--- config.mk ---
export PLATFORM = sky130hd
export DESIGN_NAME = flash_status_poller
export DESIGN_NICKNAME = d
export VERILOG_FILES = /design/src/design/flash_poll_pkg.sv /design/src/design/flash_status_poller.sv
export VERILOG_INCLUDE_DIRS = /design/src /design/src/design
export SDC_FILE = /design/constraint.sdc
export NUM_CORES = 1
export LEC_CHECK = 0
export BUFFER_PORTS_ARGS = -buffer_cell sky130_fd_sc_hd__buf_4
export CAP_MARGIN = 20
export CORE_MARGIN = 3
export CORE_UTILIZATION = 57
export DETAILED_ROUTE_END_ITERATION = 6
export PLACE_DENSITY = 0.95
export SLEW_MARGIN = 25
export SYNTH_ARGS = -nofsm -noshare
export SYNTH_HDL_FRONTEND = slang
export SYNTH_SLANG_ARGS = --single-unit
--- constraint.sdc ---
create_clock -name sys_clk_i -period 5.6 [get_ports sys_clk_i]
set_input_delay 1.12 -clock sys_clk_i [delete_from_list [all_inputs] [get_ports sys_clk_i]]
set_output_delay 1.12 -clock sys_clk_i [all_outputs]
set_load 0.03 [all_outputs]
--- src/design/flash_poll_defs.svh ---
/*
 * Constants for the flash status poller: status bit positions, command
 * codes and bus timing counts. Assumes a 50 MHz controller clock.
 */
`ifndef FLASH_POLL_DEFS_SVH
`define FLASH_POLL_DEFS_SVH

`define POLL_BIT 3'd7
`define TOGGLE_BIT 3'd6
`define ERROR_BIT 3'd5
`define ETIMER_BIT 3'd3
`define ALT_TOGGLE_BIT 3'd2
`define ABORT_BIT 3'd1

`define CLK_PERIOD_NS 20
`define READ_ACCESS_NS 80
`define READ_ACCESS_CYC ((`READ_ACCESS_NS + `CLK_PERIOD_NS - 1) / `CLK_PERIOD_NS)
`define WRITE_PULSE_NS 40
`define WRITE_PULSE_CYC ((`WRITE_PULSE_NS + `CLK_PERIOD_NS - 1) / `CLK_PERIOD_NS)
`define BUS_RECOVER_CYC 2

`define CMD_READ_RESET 8'hF0
`define CMD_UNLOCK1_ADDR 24'h000555
`define CMD_UNLOCK1_DATA 8'hAA
`define CMD_UNLOCK2_ADDR 24'h0002AA
`define CMD_UNLOCK2_DATA 8'h55

`endif

--- src/design/flash_poll_pkg.sv ---
/*
 * Types for the flash status poller. Assumes the defs header for values.
 */
package flash_poll_pkg;
	typedef enum logic [6:0] {
		ST_IDLE = 7'h01,
		ST_READ = 7'h02,
		ST_GAP = 7'h04,
		ST_EVAL = 7'h08,
		ST_WRITE = 7'h10,
		ST_WGAP = 7'h20,
		ST_DONE = 7'h40
	} state_t;

	typedef enum logic [2:0] {
		RES_OK = 3'h0,
		RES_ERROR = 3'h1,
		RES_ABORT = 3'h2,
		RES_SUSPENDED = 3'h3,
		RES_TIMER_OPEN = 3'h4
	} result_t;

	typedef struct packed {
		logic ce_b;
		logic oe_b;
		logic we_b;
	} bus_ctl_t;
endpackage

--- src/design/flash_status_poller.sv ---
/*
 * Host-side controller that polls a parallel NOR flash status byte until the
 * embedded program/erase finishes, then issues recovery commands on failure.
 * Assumes the flash pins are wired directly; data bus is split in/out/enable.
 */
// Function
// [RQ1] Program busy: poll bit reads inverted data
// [RQ2] Program done: poll bit equals written data
// [RQ3] Erase busy reads 0, done reads 1
// [RQ4] Suspend: poll bit 0 then 1
// [RQ5] Toggle bit flips each read while busy
// [RQ6] Suspend: toggle stops once suspended
// [RQ7] Error bit set on program/erase failure
// [RQ8] After error, send read/reset first
// [RQ9] Erase timer bit 0 allows appending blocks
// [RQ10] Alternative toggle flips inside erased blocks
// [RQ11] Buffer abort needs abort-and-reset command
// [RQ12] Status readable anytime on low byte
// [RQ13] Success returns device to array read
// [RQ14] Suspend: other blocks read array data
// [RQ15] Buffered poll value uses last loaded data
// [RQ16] Host ignores undefined status bits
// [RQ17] Poll at programmed location or erasing block
// [RQ18] Status fetched by ordinary bus read
// [RQ19] Ready/busy low while embedded operation runs
`timescale 1ns/1ps
`include "flash_poll_defs.svh"

module flash_status_poller #(
	parameter int ADDR_W = 24,
	parameter int ACC_CYC = `READ_ACCESS_CYC,
	parameter int WR_CYC = `WRITE_PULSE_CYC
) (
	// Clock and reset
	input wire logic sys_clk_i,
	input wire logic rst_b_i,
	// User request
	input wire logic start_i,
	input wire logic is_erase_i,
	input wire logic [ADDR_W-1:0] addr_i,
	input wire logic [7:0] expect_i,
	// User result
	output logic done_o,
	output logic busy_o,
	output flash_poll_pkg::result_t result_o,
	output logic [7:0] status_o,
	// Flash pins
	output logic [ADDR_W-1:0] fl_addr_o,
	output flash_poll_pkg::bus_ctl_t fl_ctl_o,
	input wire logic [7:0] fl_dq_i,
	output logic [7:0] fl_dq_o,
	output logic fl_dq_oe_b_o,
	input wire logic fl_ready_busy_i
);
	initial begin
		if (ACC_CYC < 1 || WR_CYC < 1 || ADDR_W < 12 || ACC_CYC > 255 || WR_CYC > 255)
			$error("flash_status_poller: bad parameters");
	end

	flash_poll_pkg::state_t state;
	logic [7:0] cnt;
	logic [7:0] sample;
	logic [7:0] prev;
	logic have_prev;
	logic erase_op;
	logic [7:0] expect_val;
	logic [2:0] wr_left;
	logic [2:0] rb_sync;
	logic [3:0] pend;
	logic [3:0] cand;

	// True when the bit toggled between the last two reads
	function automatic logic toggled(input logic [7:0] a, input logic [7:0] b, input logic [2:0] pos);
		return a[pos] != b[pos];
	endfunction

	// Verdict of one read pair: bit 3 set means finish with the low result code
	function automatic logic [3:0] classify(input logic [7:0] p, input logic [7:0] s, input logic [7:0] e,
		input logic er, input logic rbb);
		if (!toggled(p, s, `TOGGLE_BIT)) begin
			if (er && !s[`POLL_BIT])
				return 4'h0; // [RQ3]
			if (er && toggled(p, s, `ALT_TOGGLE_BIT))
				return {1'b1, flash_poll_pkg::RES_SUSPENDED}; // [RQ4] [RQ6] [RQ10]
			if (!er && s[`POLL_BIT] != e[`POLL_BIT])
				return 4'h0; // [RQ1]
			return {1'b1, flash_poll_pkg::RES_OK}; // [RQ2] [RQ3] [RQ13] [RQ14]
		end
		if (s[`ERROR_BIT])
			return {1'b1, flash_poll_pkg::RES_ERROR}; // [RQ7]
		if (!er && s[`ABORT_BIT])
			return {1'b1, flash_poll_pkg::RES_ABORT}; // [RQ11]
		if (er && !s[`ETIMER_BIT] && !rbb)
			return {1'b1, flash_poll_pkg::RES_TIMER_OPEN}; // [RQ9]
		return 4'h0; // [RQ5]
	endfunction

	// Ready/busy pin synchronizer, stage 0 only feeds stage 1
	always_ff @(posedge sys_clk_i) begin
		if (!rst_b_i)
			rb_sync <= 3'h7;
		else
			rb_sync <= {rb_sync[1:0], fl_ready_busy_i};
	end

	logic rb_busy;
	always_ff @(posedge sys_clk_i) begin
		if (!rst_b_i)
			rb_busy <= 1'b0;
		else if (rb_sync[2] == rb_sync[1])
			rb_busy <= !rb_sync[2]; // [RQ19]
	end

	// Verdict proposed by the latest two reads
	assign cand = classify(prev, sample, expect_val, erase_op, rb_busy);

	// Main sequencer
	always_ff @(posedge sys_clk_i) begin
		if (!rst_b_i) begin
			state <= flash_poll_pkg::ST_IDLE;
			cnt <= 8'h00;
			sample <= 8'h00;
			prev <= 8'h00;
			have_prev <= 1'b0;
			pend <= 4'h0;
			erase_op <= 1'b0;
			expect_val <= 8'h00;
			wr_left <= 3'h0;
			done_o <= 1'b0;
			busy_o <= 1'b0;
			result_o <= flash_poll_pkg::RES_OK;
			status_o <= 8'h00;
			fl_addr_o <= '0;
			fl_ctl_o <= '{ce_b: 1'b1, oe_b: 1'b1, we_b: 1'b1};
			fl_dq_o <= 8'h00;
			fl_dq_oe_b_o <= 1'b1;
		end else begin
			done_o <= 1'b0;
			case (state)
				flash_poll_pkg::ST_IDLE: begin
					if (start_i) begin
						// Poll address: programmed location or erasing block
						fl_addr_o <= addr_i; // [RQ17]
						erase_op <= is_erase_i;
						expect_val <= expect_i; // [RQ15]
						have_prev <= 1'b0;
						pend <= 4'h0;
						busy_o <= 1'b1;
						state <= flash_poll_pkg::ST_READ;
						cnt <= 8'(ACC_CYC);
						fl_ctl_o <= '{ce_b: 1'b0, oe_b: 1'b0, we_b: 1'b1}; // [RQ18]
					end
				end
				flash_poll_pkg::ST_READ: begin
					if (cnt == 8'h01) begin
						sample <= fl_dq_i; // [RQ12]
						fl_ctl_o <= '{ce_b: 1'b1, oe_b: 1'b1, we_b: 1'b1};
						cnt <= 8'(`BUS_RECOVER_CYC);
						state <= flash_poll_pkg::ST_GAP;
					end else
						cnt <= cnt - 8'h01;
				end
				flash_poll_pkg::ST_GAP: begin
					if (cnt == 8'h01)
						state <= flash_poll_pkg::ST_EVAL;
					else
						cnt <= cnt - 8'h01;
				end
				flash_poll_pkg::ST_EVAL: begin
					prev <= sample;
					have_prev <= 1'b1;
					status_o <= sample;
					state <= flash_poll_pkg::ST_READ;
					cnt <= 8'(ACC_CYC);
					fl_ctl_o <= '{ce_b: 1'b0, oe_b: 1'b0, we_b: 1'b1};
					// Only bits defined for the operation are judged
					if (have_prev) begin // [RQ16]
						// Act only when two read pairs in a row agree; the pair that
						// straddles the switch to array data is never trusted alone
						pend <= cand;
						if (cand[3] && cand == pend) begin
							fl_ctl_o <= '{ce_b: 1'b1, oe_b: 1'b1, we_b: 1'b1};
							result_o <= flash_poll_pkg::result_t'(cand[2:0]); // [RQ7] [RQ9] [RQ11]
							if (cand[2:0] inside {flash_poll_pkg::RES_ERROR, flash_poll_pkg::RES_ABORT}) begin
								wr_left <= (cand[2:0] == flash_poll_pkg::RES_ERROR) ? 3'h1 : 3'h3;
								state <= flash_poll_pkg::ST_WRITE;
								cnt <= 8'(WR_CYC);
							end else
								state <= flash_poll_pkg::ST_DONE;
						end
						// Otherwise keep polling while the bit toggles [RQ5]
					end
				end
				flash_poll_pkg::ST_WRITE: begin
					// Recovery: read/reset, or unlock pair then reset for abort
					fl_dq_oe_b_o <= 1'b0;
					fl_ctl_o <= '{ce_b: 1'b0, oe_b: 1'b1, we_b: 1'b0};
					case (wr_left)
						3'h3: begin
							fl_addr_o <= ADDR_W'(`CMD_UNLOCK1_ADDR);
							fl_dq_o <= `CMD_UNLOCK1_DATA;
						end
						3'h2: begin
							fl_addr_o <= ADDR_W'(`CMD_UNLOCK2_ADDR);
							fl_dq_o <= `CMD_UNLOCK2_DATA;
						end
						default: fl_dq_o <= `CMD_READ_RESET; // [RQ8] [RQ11]
					endcase
					if (cnt == 8'h01) begin
						fl_ctl_o <= '{ce_b: 1'b1, oe_b: 1'b1, we_b: 1'b1};
						cnt <= 8'(`BUS_RECOVER_CYC);
						state <= flash_poll_pkg::ST_WGAP;
					end else
						cnt <= cnt - 8'h01;
				end
				flash_poll_pkg::ST_WGAP: begin
					if (cnt == 8'h01) begin
						fl_dq_oe_b_o <= 1'b1;
						if (wr_left == 3'h1)
							state <= flash_poll_pkg::ST_DONE;
						else begin
							wr_left <= wr_left - 3'h1;
							cnt <= 8'(WR_CYC);
							state <= flash_poll_pkg::ST_WRITE;
						end
					end else
						cnt <= cnt - 8'h01;
				end
				flash_poll_pkg::ST_DONE: begin
					done_o <= 1'b1;
					busy_o <= 1'b0;
					state <= flash_poll_pkg::ST_IDLE;
				end
				default: state <= flash_poll_pkg::ST_IDLE;
			endcase
		end
	end
endmodule

==> reports/metrics.csv, run 1 <==
metric,value,unit
min-delay-start,rb_sync[0]$_SDFF_PN1_,
endpoint_kind,flip-flop,
synth_largest_area_cell,dfxtp_1,
timing.rr.start,state[4]$_SDFFE_PN0P_,
peakVddDrop,0.226,mV
area_growth_syn_to_layout,23.2,%
hpwl,6480,um
drt_pass1_iterations,5,
skew,0.0134,ns
cts_buffers,9,
synthTopCellsByArea,"dfxtp_1 (45%), a21oi_1 (8.1%), nand2_1 (6.7%), nor2_1 (5.3%), nand3_1 (2.9%)",
postSynthAreaPerCell,8.17,sq um
setup_viol,0,
ant_nets,0,
post_cts_buffers,0,
dieArea,7420,sq um
tightest_slew,0.912,ns
globalRouteOverflowTotal,0,
async_flop_share,0,%
synth_top_cell_area_share,44.9,%
synth-seq-cells,82,
rows,28,
viasPerCell,5.99,
grt_setup_unrepaired,false,
hold_viol_final,0,
core-area,6060,sq um
startpoint_type,flip-flop,
drc,0,
post-route-min-period,2.69,ns
hp-class,reg -> reg,
antenna_found_initial,0,
yosysWarnings,0,
power_density,345,nW/um^2
syn_area,3660,sq um
arrival,2.93,ns
num_vias,3591,
synth_edf_count,0,
antenna_cells,0,
ff2ff_path_depth,6,
layout-drive-gt1-share,21.8,%
maxCapViolCount,0,
maxSlewViolCount,0,
crit_required,5.84,ns
fin_nets,570,
synthFlopType,dfxtp_1,
place_congestion,0.885,
fin_ws,2.91,ns
wirelength,9410,um
setup_tns,0,ns
start_util,60.4,%
drtIter0Drc,307,
fp.dieH,86.1,um
fmax,372,MHz
place.port_buffers,86,
track_usage,26.2,%
clk_latency,0.35,ns
first_global_vias,3566,
synth.yosys.seq_area_share,44.9,%
io_pins,94,
path_class,reg -> reg,
clk_pin_slew,0.08,ns
cts_max_level,3,
syn_nets,499,
cp_max_fo,15,
crit_path_end,cnt[5]$_SDFFE_PN0P_,
wl_per_cell,15.7,um
finalPower,1560,uW
status,completed,
synth_cell_type_count,55,
cts.sinks,82,
clk_path_buf_depth,2,
die_x,86.1,um
p_leak,0.00177,uW
relSlewSlack,39.2,%
cts_resized,0,
worstSetupStartpoint,state[4]$_SDFFE_PN0P_,
grt_first_pass_wirelength,15500,um
place_ws,2.93,ns
ctsHoldBuffers,0,
finalCritPeriodShare,48.0,%
cts_tree,yes,
grt_max_degree,69,
synthCells,448,
r2r-end,cnt[5]$_SDFFE_PN0P_,
cts-root-buf,clkbuf_8,
r2r_slack,2.91,ns
-- where the power goes --
group	internal (uW)	leakage [uW]	switching (uW)
logic	154	0.000991	258
clock network	254	0.000112	216
registers	635	0.000667	41.5
-- worst max-delay path, cell delays in order, from the launching register on --
cell	delay, ns
dfxtp_1	0.36
nor4_1	0.34
and3_1	0.61
nor2_1	0.20
a211oi_1	0.69
a21boi_0	0.26
o21ai_0	0.10
-- cell usage in the layout, fill, tap and decap left out, types with 9 or more instances in the layout --
master | synthesis | routed
buf_4 | 4 | 86
dfxtp_1 | 82 | 82
nand2_1 | 65 | 65
a21oi_1 | 59 | 59
nor2_1 | 52 | 51
nand3_1 | 21 | 21
o21ai_0 | 17 | 17
nor3_1 | 13 | 13
inv_1 | 11 | 10
clkbuf_8 | 0 | 9
-- layer usage --
layer,track usage [%],vias to the layer above,share of wire (%)
li1,-,1728,-
met1,31.3,1662,41
met2,41.8,177,47
met3,8.65,24,9.9
met4,13.8,0,2.4
met5,0,-,0
-- synthesized netlist by cell type, types with 6 or more instances --
master and instances:
a311oi_1 6, nand3_1 21, nor3_1 13, dfxtp_1 82, clkbuf_1 19, nor2_1 52, a21oi_1 59, ha_1 6
nand2_1 65, inv_1 11, nand2b_1 8, nand4_1 6, o21ai_0 17, or3_1 6, a211oi_1 8
-- worst min-delay path by stage --
stage	depth (start not counted)	to
detailed placement	1	rb_sync[1]$_SDFF_PN1_
floorplan	1	rb_sync[1]$_SDFF_PN1_
global placement	1	rb_sync[1]$_SDFF_PN1_
CTS	1	rb_sync[1]$_SDFF_PN1_
finish	1	rb_sync[1]$_SDFF_PN1_
global route	1	rb_sync[1]$_SDFF_PN1_
-- flip-flops by register name (all words and copies together), names as in the netlist, 3 cells and up --
signal	cells
fl_addr_o	24
cnt	8
prev	8
sample	8
state	7
fl_dq_o	4
pend	4
fl_ctl_o	3
rb_sync	3
result_o	3
wr_left	3
-- stage by stage --
step / area, sq um / instances / utilization [%] / hold WS, ns
floorplan: 3660 / 448 / - / 0.386
global placement: 4290 / 583 / 70.7 / 0.399
detailed placement: 4290 / 583 / 70.8 / 0.410
CTS: 4510 / 599 / 74.4 / 0.433
global route: 4510 / 599 / 74.4 / 0.474
finish: 4510 / 599 / 74.4 / 0.422
-- kinds of logic (layout without fill, tap and decap cells) --
kind of cell,count (synthesis),count (layout),synth area share [%]
muxes,4,4,1.09
DFF,82,82,44.9
AOI/OAI and AO/OA,119,119,20.9
xor gates and xnor gates,5,5,1.61
buffers and inverters,37,113,4.24
and+or+nand+nor,195,195,25.3
adders and majority gates,6,6,2.05
-- cell type report --
| cell class | count | area (sq um) |
|---|---|---|
| Clock inverter | 6 | 90.1 |
| Clock buffer | 10 | 128 |
| Sequential cell | 82 | 1640 |
| Tap cell | 75 | 93.8 |
| Inverter | 11 | 43.8 |
| Multi-Input combinational cell | 329 | 1870 |
| Fill cell | 436 | 1550 |
| Timing Repair Buffer | 86 | 646 |
No activity file was read; power rests on OpenSTA's default activity.
==> inputs of run 2 (changes only) <==
--- a/config.mk
+++ b/config.mk
@@ -9,9 +9,9 @@
 export BUFFER_PORTS_ARGS = -buffer_cell sky130_fd_sc_hd__buf_4
 export CAP_MARGIN = 20
 export CORE_MARGIN = 3
-export CORE_UTILIZATION = 57
+export CORE_UTILIZATION = 53
 export DETAILED_ROUTE_END_ITERATION = 6
-export PLACE_DENSITY = 0.95
+export PLACE_DENSITY = 0.9
 export SLEW_MARGIN = 25
 export SYNTH_ARGS = -nofsm -noshare
 export SYNTH_HDL_FRONTEND = slang
==> constraint.sdc (replaced) <==
create_clock -name sys_clk_i -period 2.64 [get_ports sys_clk_i]
set_input_delay 0.528 -clock sys_clk_i [delete_from_list [all_inputs] [get_ports sys_clk_i]]
set_output_delay 0.528 -clock sys_clk_i [all_outputs]
set_load 0.03 [all_outputs]
==> reports/metrics.csv, run 2 (synthesis gave the netlist of run 1 again) <==
metric,value,unit,change
status,completed,,
crit_family,simple AND/OR/NAND/NOR gates,,
min-delay-start,fl_ready_busy_i,,
cts_buffers,9,,unchanged
area_growth_syn_to_layout,25.6,%,
post_cts_buffers,0,,unchanged
num_vias,3579,,-0.33%
power_density,713,nW/um^2,+110%
crit_slowest_cell,or3_1,,
grt_first_pass_wirelength,15100,um,-2.7%
core-area,6530,sq um,+7.8%
fmax,415,MHz,+12%
hp-class,in -> reg,,
regMostFlops,fl_addr_o,,
wirelength,9460,um,+0.52%
critical-path-max-stage-delay,0.57,ns,-0.12 ns
maxCapViolCount,0,,unchanged
globalRouteOverflowTotal,0,,unchanged
first_global_vias,3234,,-9.3%
endpoint_kind,flip-flop,,
startpoint_type,flip-flop,,
maxSlewViolCount,0,,unchanged
most-common-layout-cells,"buf_4 (99), dfxtp_1 (82), nand2_1 (65)",,
hpwl,6840,um,+5.5%
drc,0,,unchanged
io_pins,94,,unchanged
rows,29,,+3.6%
place_ws,0.267,ns,-2.67 ns
grt_max_degree,69,,unchanged
finalCritPeriodShare,91.2,%,+43 points
grt_setup_unrepaired,false,,
ant_nets,0,,unchanged
largest_reg_flops,24,,unchanged
viasPerCell,5.83,,-2.8%
post-route-min-period,2.41,ns,-0.281 ns
die_x,89.1,um,+3.4%
final_common_cell,buf_4,,
drtIter0Drc,309,,+0.65%
p_leak,0.00182,uW,+3.0%
cts-root-buf,clkbuf_8,,
setup_tns,0,ns,unchanged
place_congestion,0.946,,+6.9%
cts_max_level,3,,unchanged
crit_buf_inv,0,,unchanged
antenna_cells,0,,unchanged
ctsHoldBuffers,0,,unchanged
fin_ws,0.232,ns,-2.68 ns
antenna_found_initial,0,,unchanged
fin_nets,583,,+2.3%
worstPathCellList,or3_1 -> or3_1 -> nor3_1 -> nand2b_1 -> nor2_1 -> nor3_1,,
n_fill_cell,544,,+25%
arrival,2.67,ns,-0.26 ns
skew,0.0124,ns,-0.00100 ns
cp_max_fo,9,,-6
peakVddDrop,0.498,mV,+120%
track_usage,24.6,%,-1.6 points
tightest_slew,0.796,ns,-0.117 ns
clk_path_buf_depth,2,,unchanged
finalCoreUtilization,70.4,%,-4.0 points
relSlewSlack,46.8,%,+7.7 points
fp.dieH,89.1,um,+3.4%
worstSetupStartpoint,state[3]$_SDFFE_PN0P_,,
place.port_buffers,86,,unchanged
setup_viol,0,,unchanged
drt_pass1_iterations,5,,unchanged
timing.rr.start,state[3]$_SDFFE_PN0P_,,
start_util,56.0,%,-4.3 points
cts_resized,0,,unchanged
layout-drive-gt1-share,23.8,%,+2.1 points
hold_viol_final,0,,unchanged
path_class,reg -> reg,,
crit_required,2.91,ns,-2.93 ns
cts.sinks,82,,unchanged
finalPower,3270,uW,+110%
cts_tree,yes,,
clk_pin_slew,0.09,ns,about the same
wl_per_cell,15.4,um,-1.9%
clk_latency,0.36,ns,about the same
dieArea,7940,sq um,+7.0%
## run 2: metrics by stage
stage,instances,hold WS (ns),cell area [sq um]
6_report,614,0.369,4600
5_1_grt,614,0.360,4600
4_1_cts,614,0.348,4600
3_5_place_dp,598,0.434,4390
3_3_place_gp,598,0.402,4390
2_1_floorplan,448,0.386,3660
## run 2: path summary, 6_finish.rpt
path	slack, ns	to	cells after the start
worst max-delay path	0.23	fl_addr_o[4]$_SDFFE_PN0P_	6
worst min-delay path	0.37	rb_sync[0]$_SDFF_PN1_	2
worst max register to register	0.23	fl_addr_o[4]$_SDFFE_PN0P_	6
worst min register to register	0.44	rb_sync[1]$_SDFF_PN1_	1
## run 2: final cells by class
type	count	area (sq um)	area share, %
Clock buffer	9	124	2.70
Clock inverter	7	81.3	1.77
Inverter	11	43.8	0.953
Multi-Input combinational cell	329	1870	40.6
Sequential cell	82	1640	35.7
Tap cell	77	96.3	2.10
Timing Repair Buffer	99	743	16.2
## run 2: power breakdown
group | total, uW | switching (uW) | internal, uW
sequential | 1430 | 87.2 | 1350
combinational | 898 | 552 | 347
clock | 943 | 491 | 452
total | 3270 | 1130 | 2140
## run 2: worst register-to-register path, cell delays in order (launching register included)
cell	delay, ns
dfxtp_1	0.36
or3_1	0.43
or3_1	0.57
nor3_1	0.36
nand2b_1	0.33
nor2_1	0.08
nor3_1	0.20
## run 2: layer usage
layer  track usage, %  vias up  routed length, um
li1                 -     1749                  -
met2             38.8      139               4350
met4             8.39        0                150
met3             8.29       12                769
met5                0        -                  0
met1             31.7     1679               4190
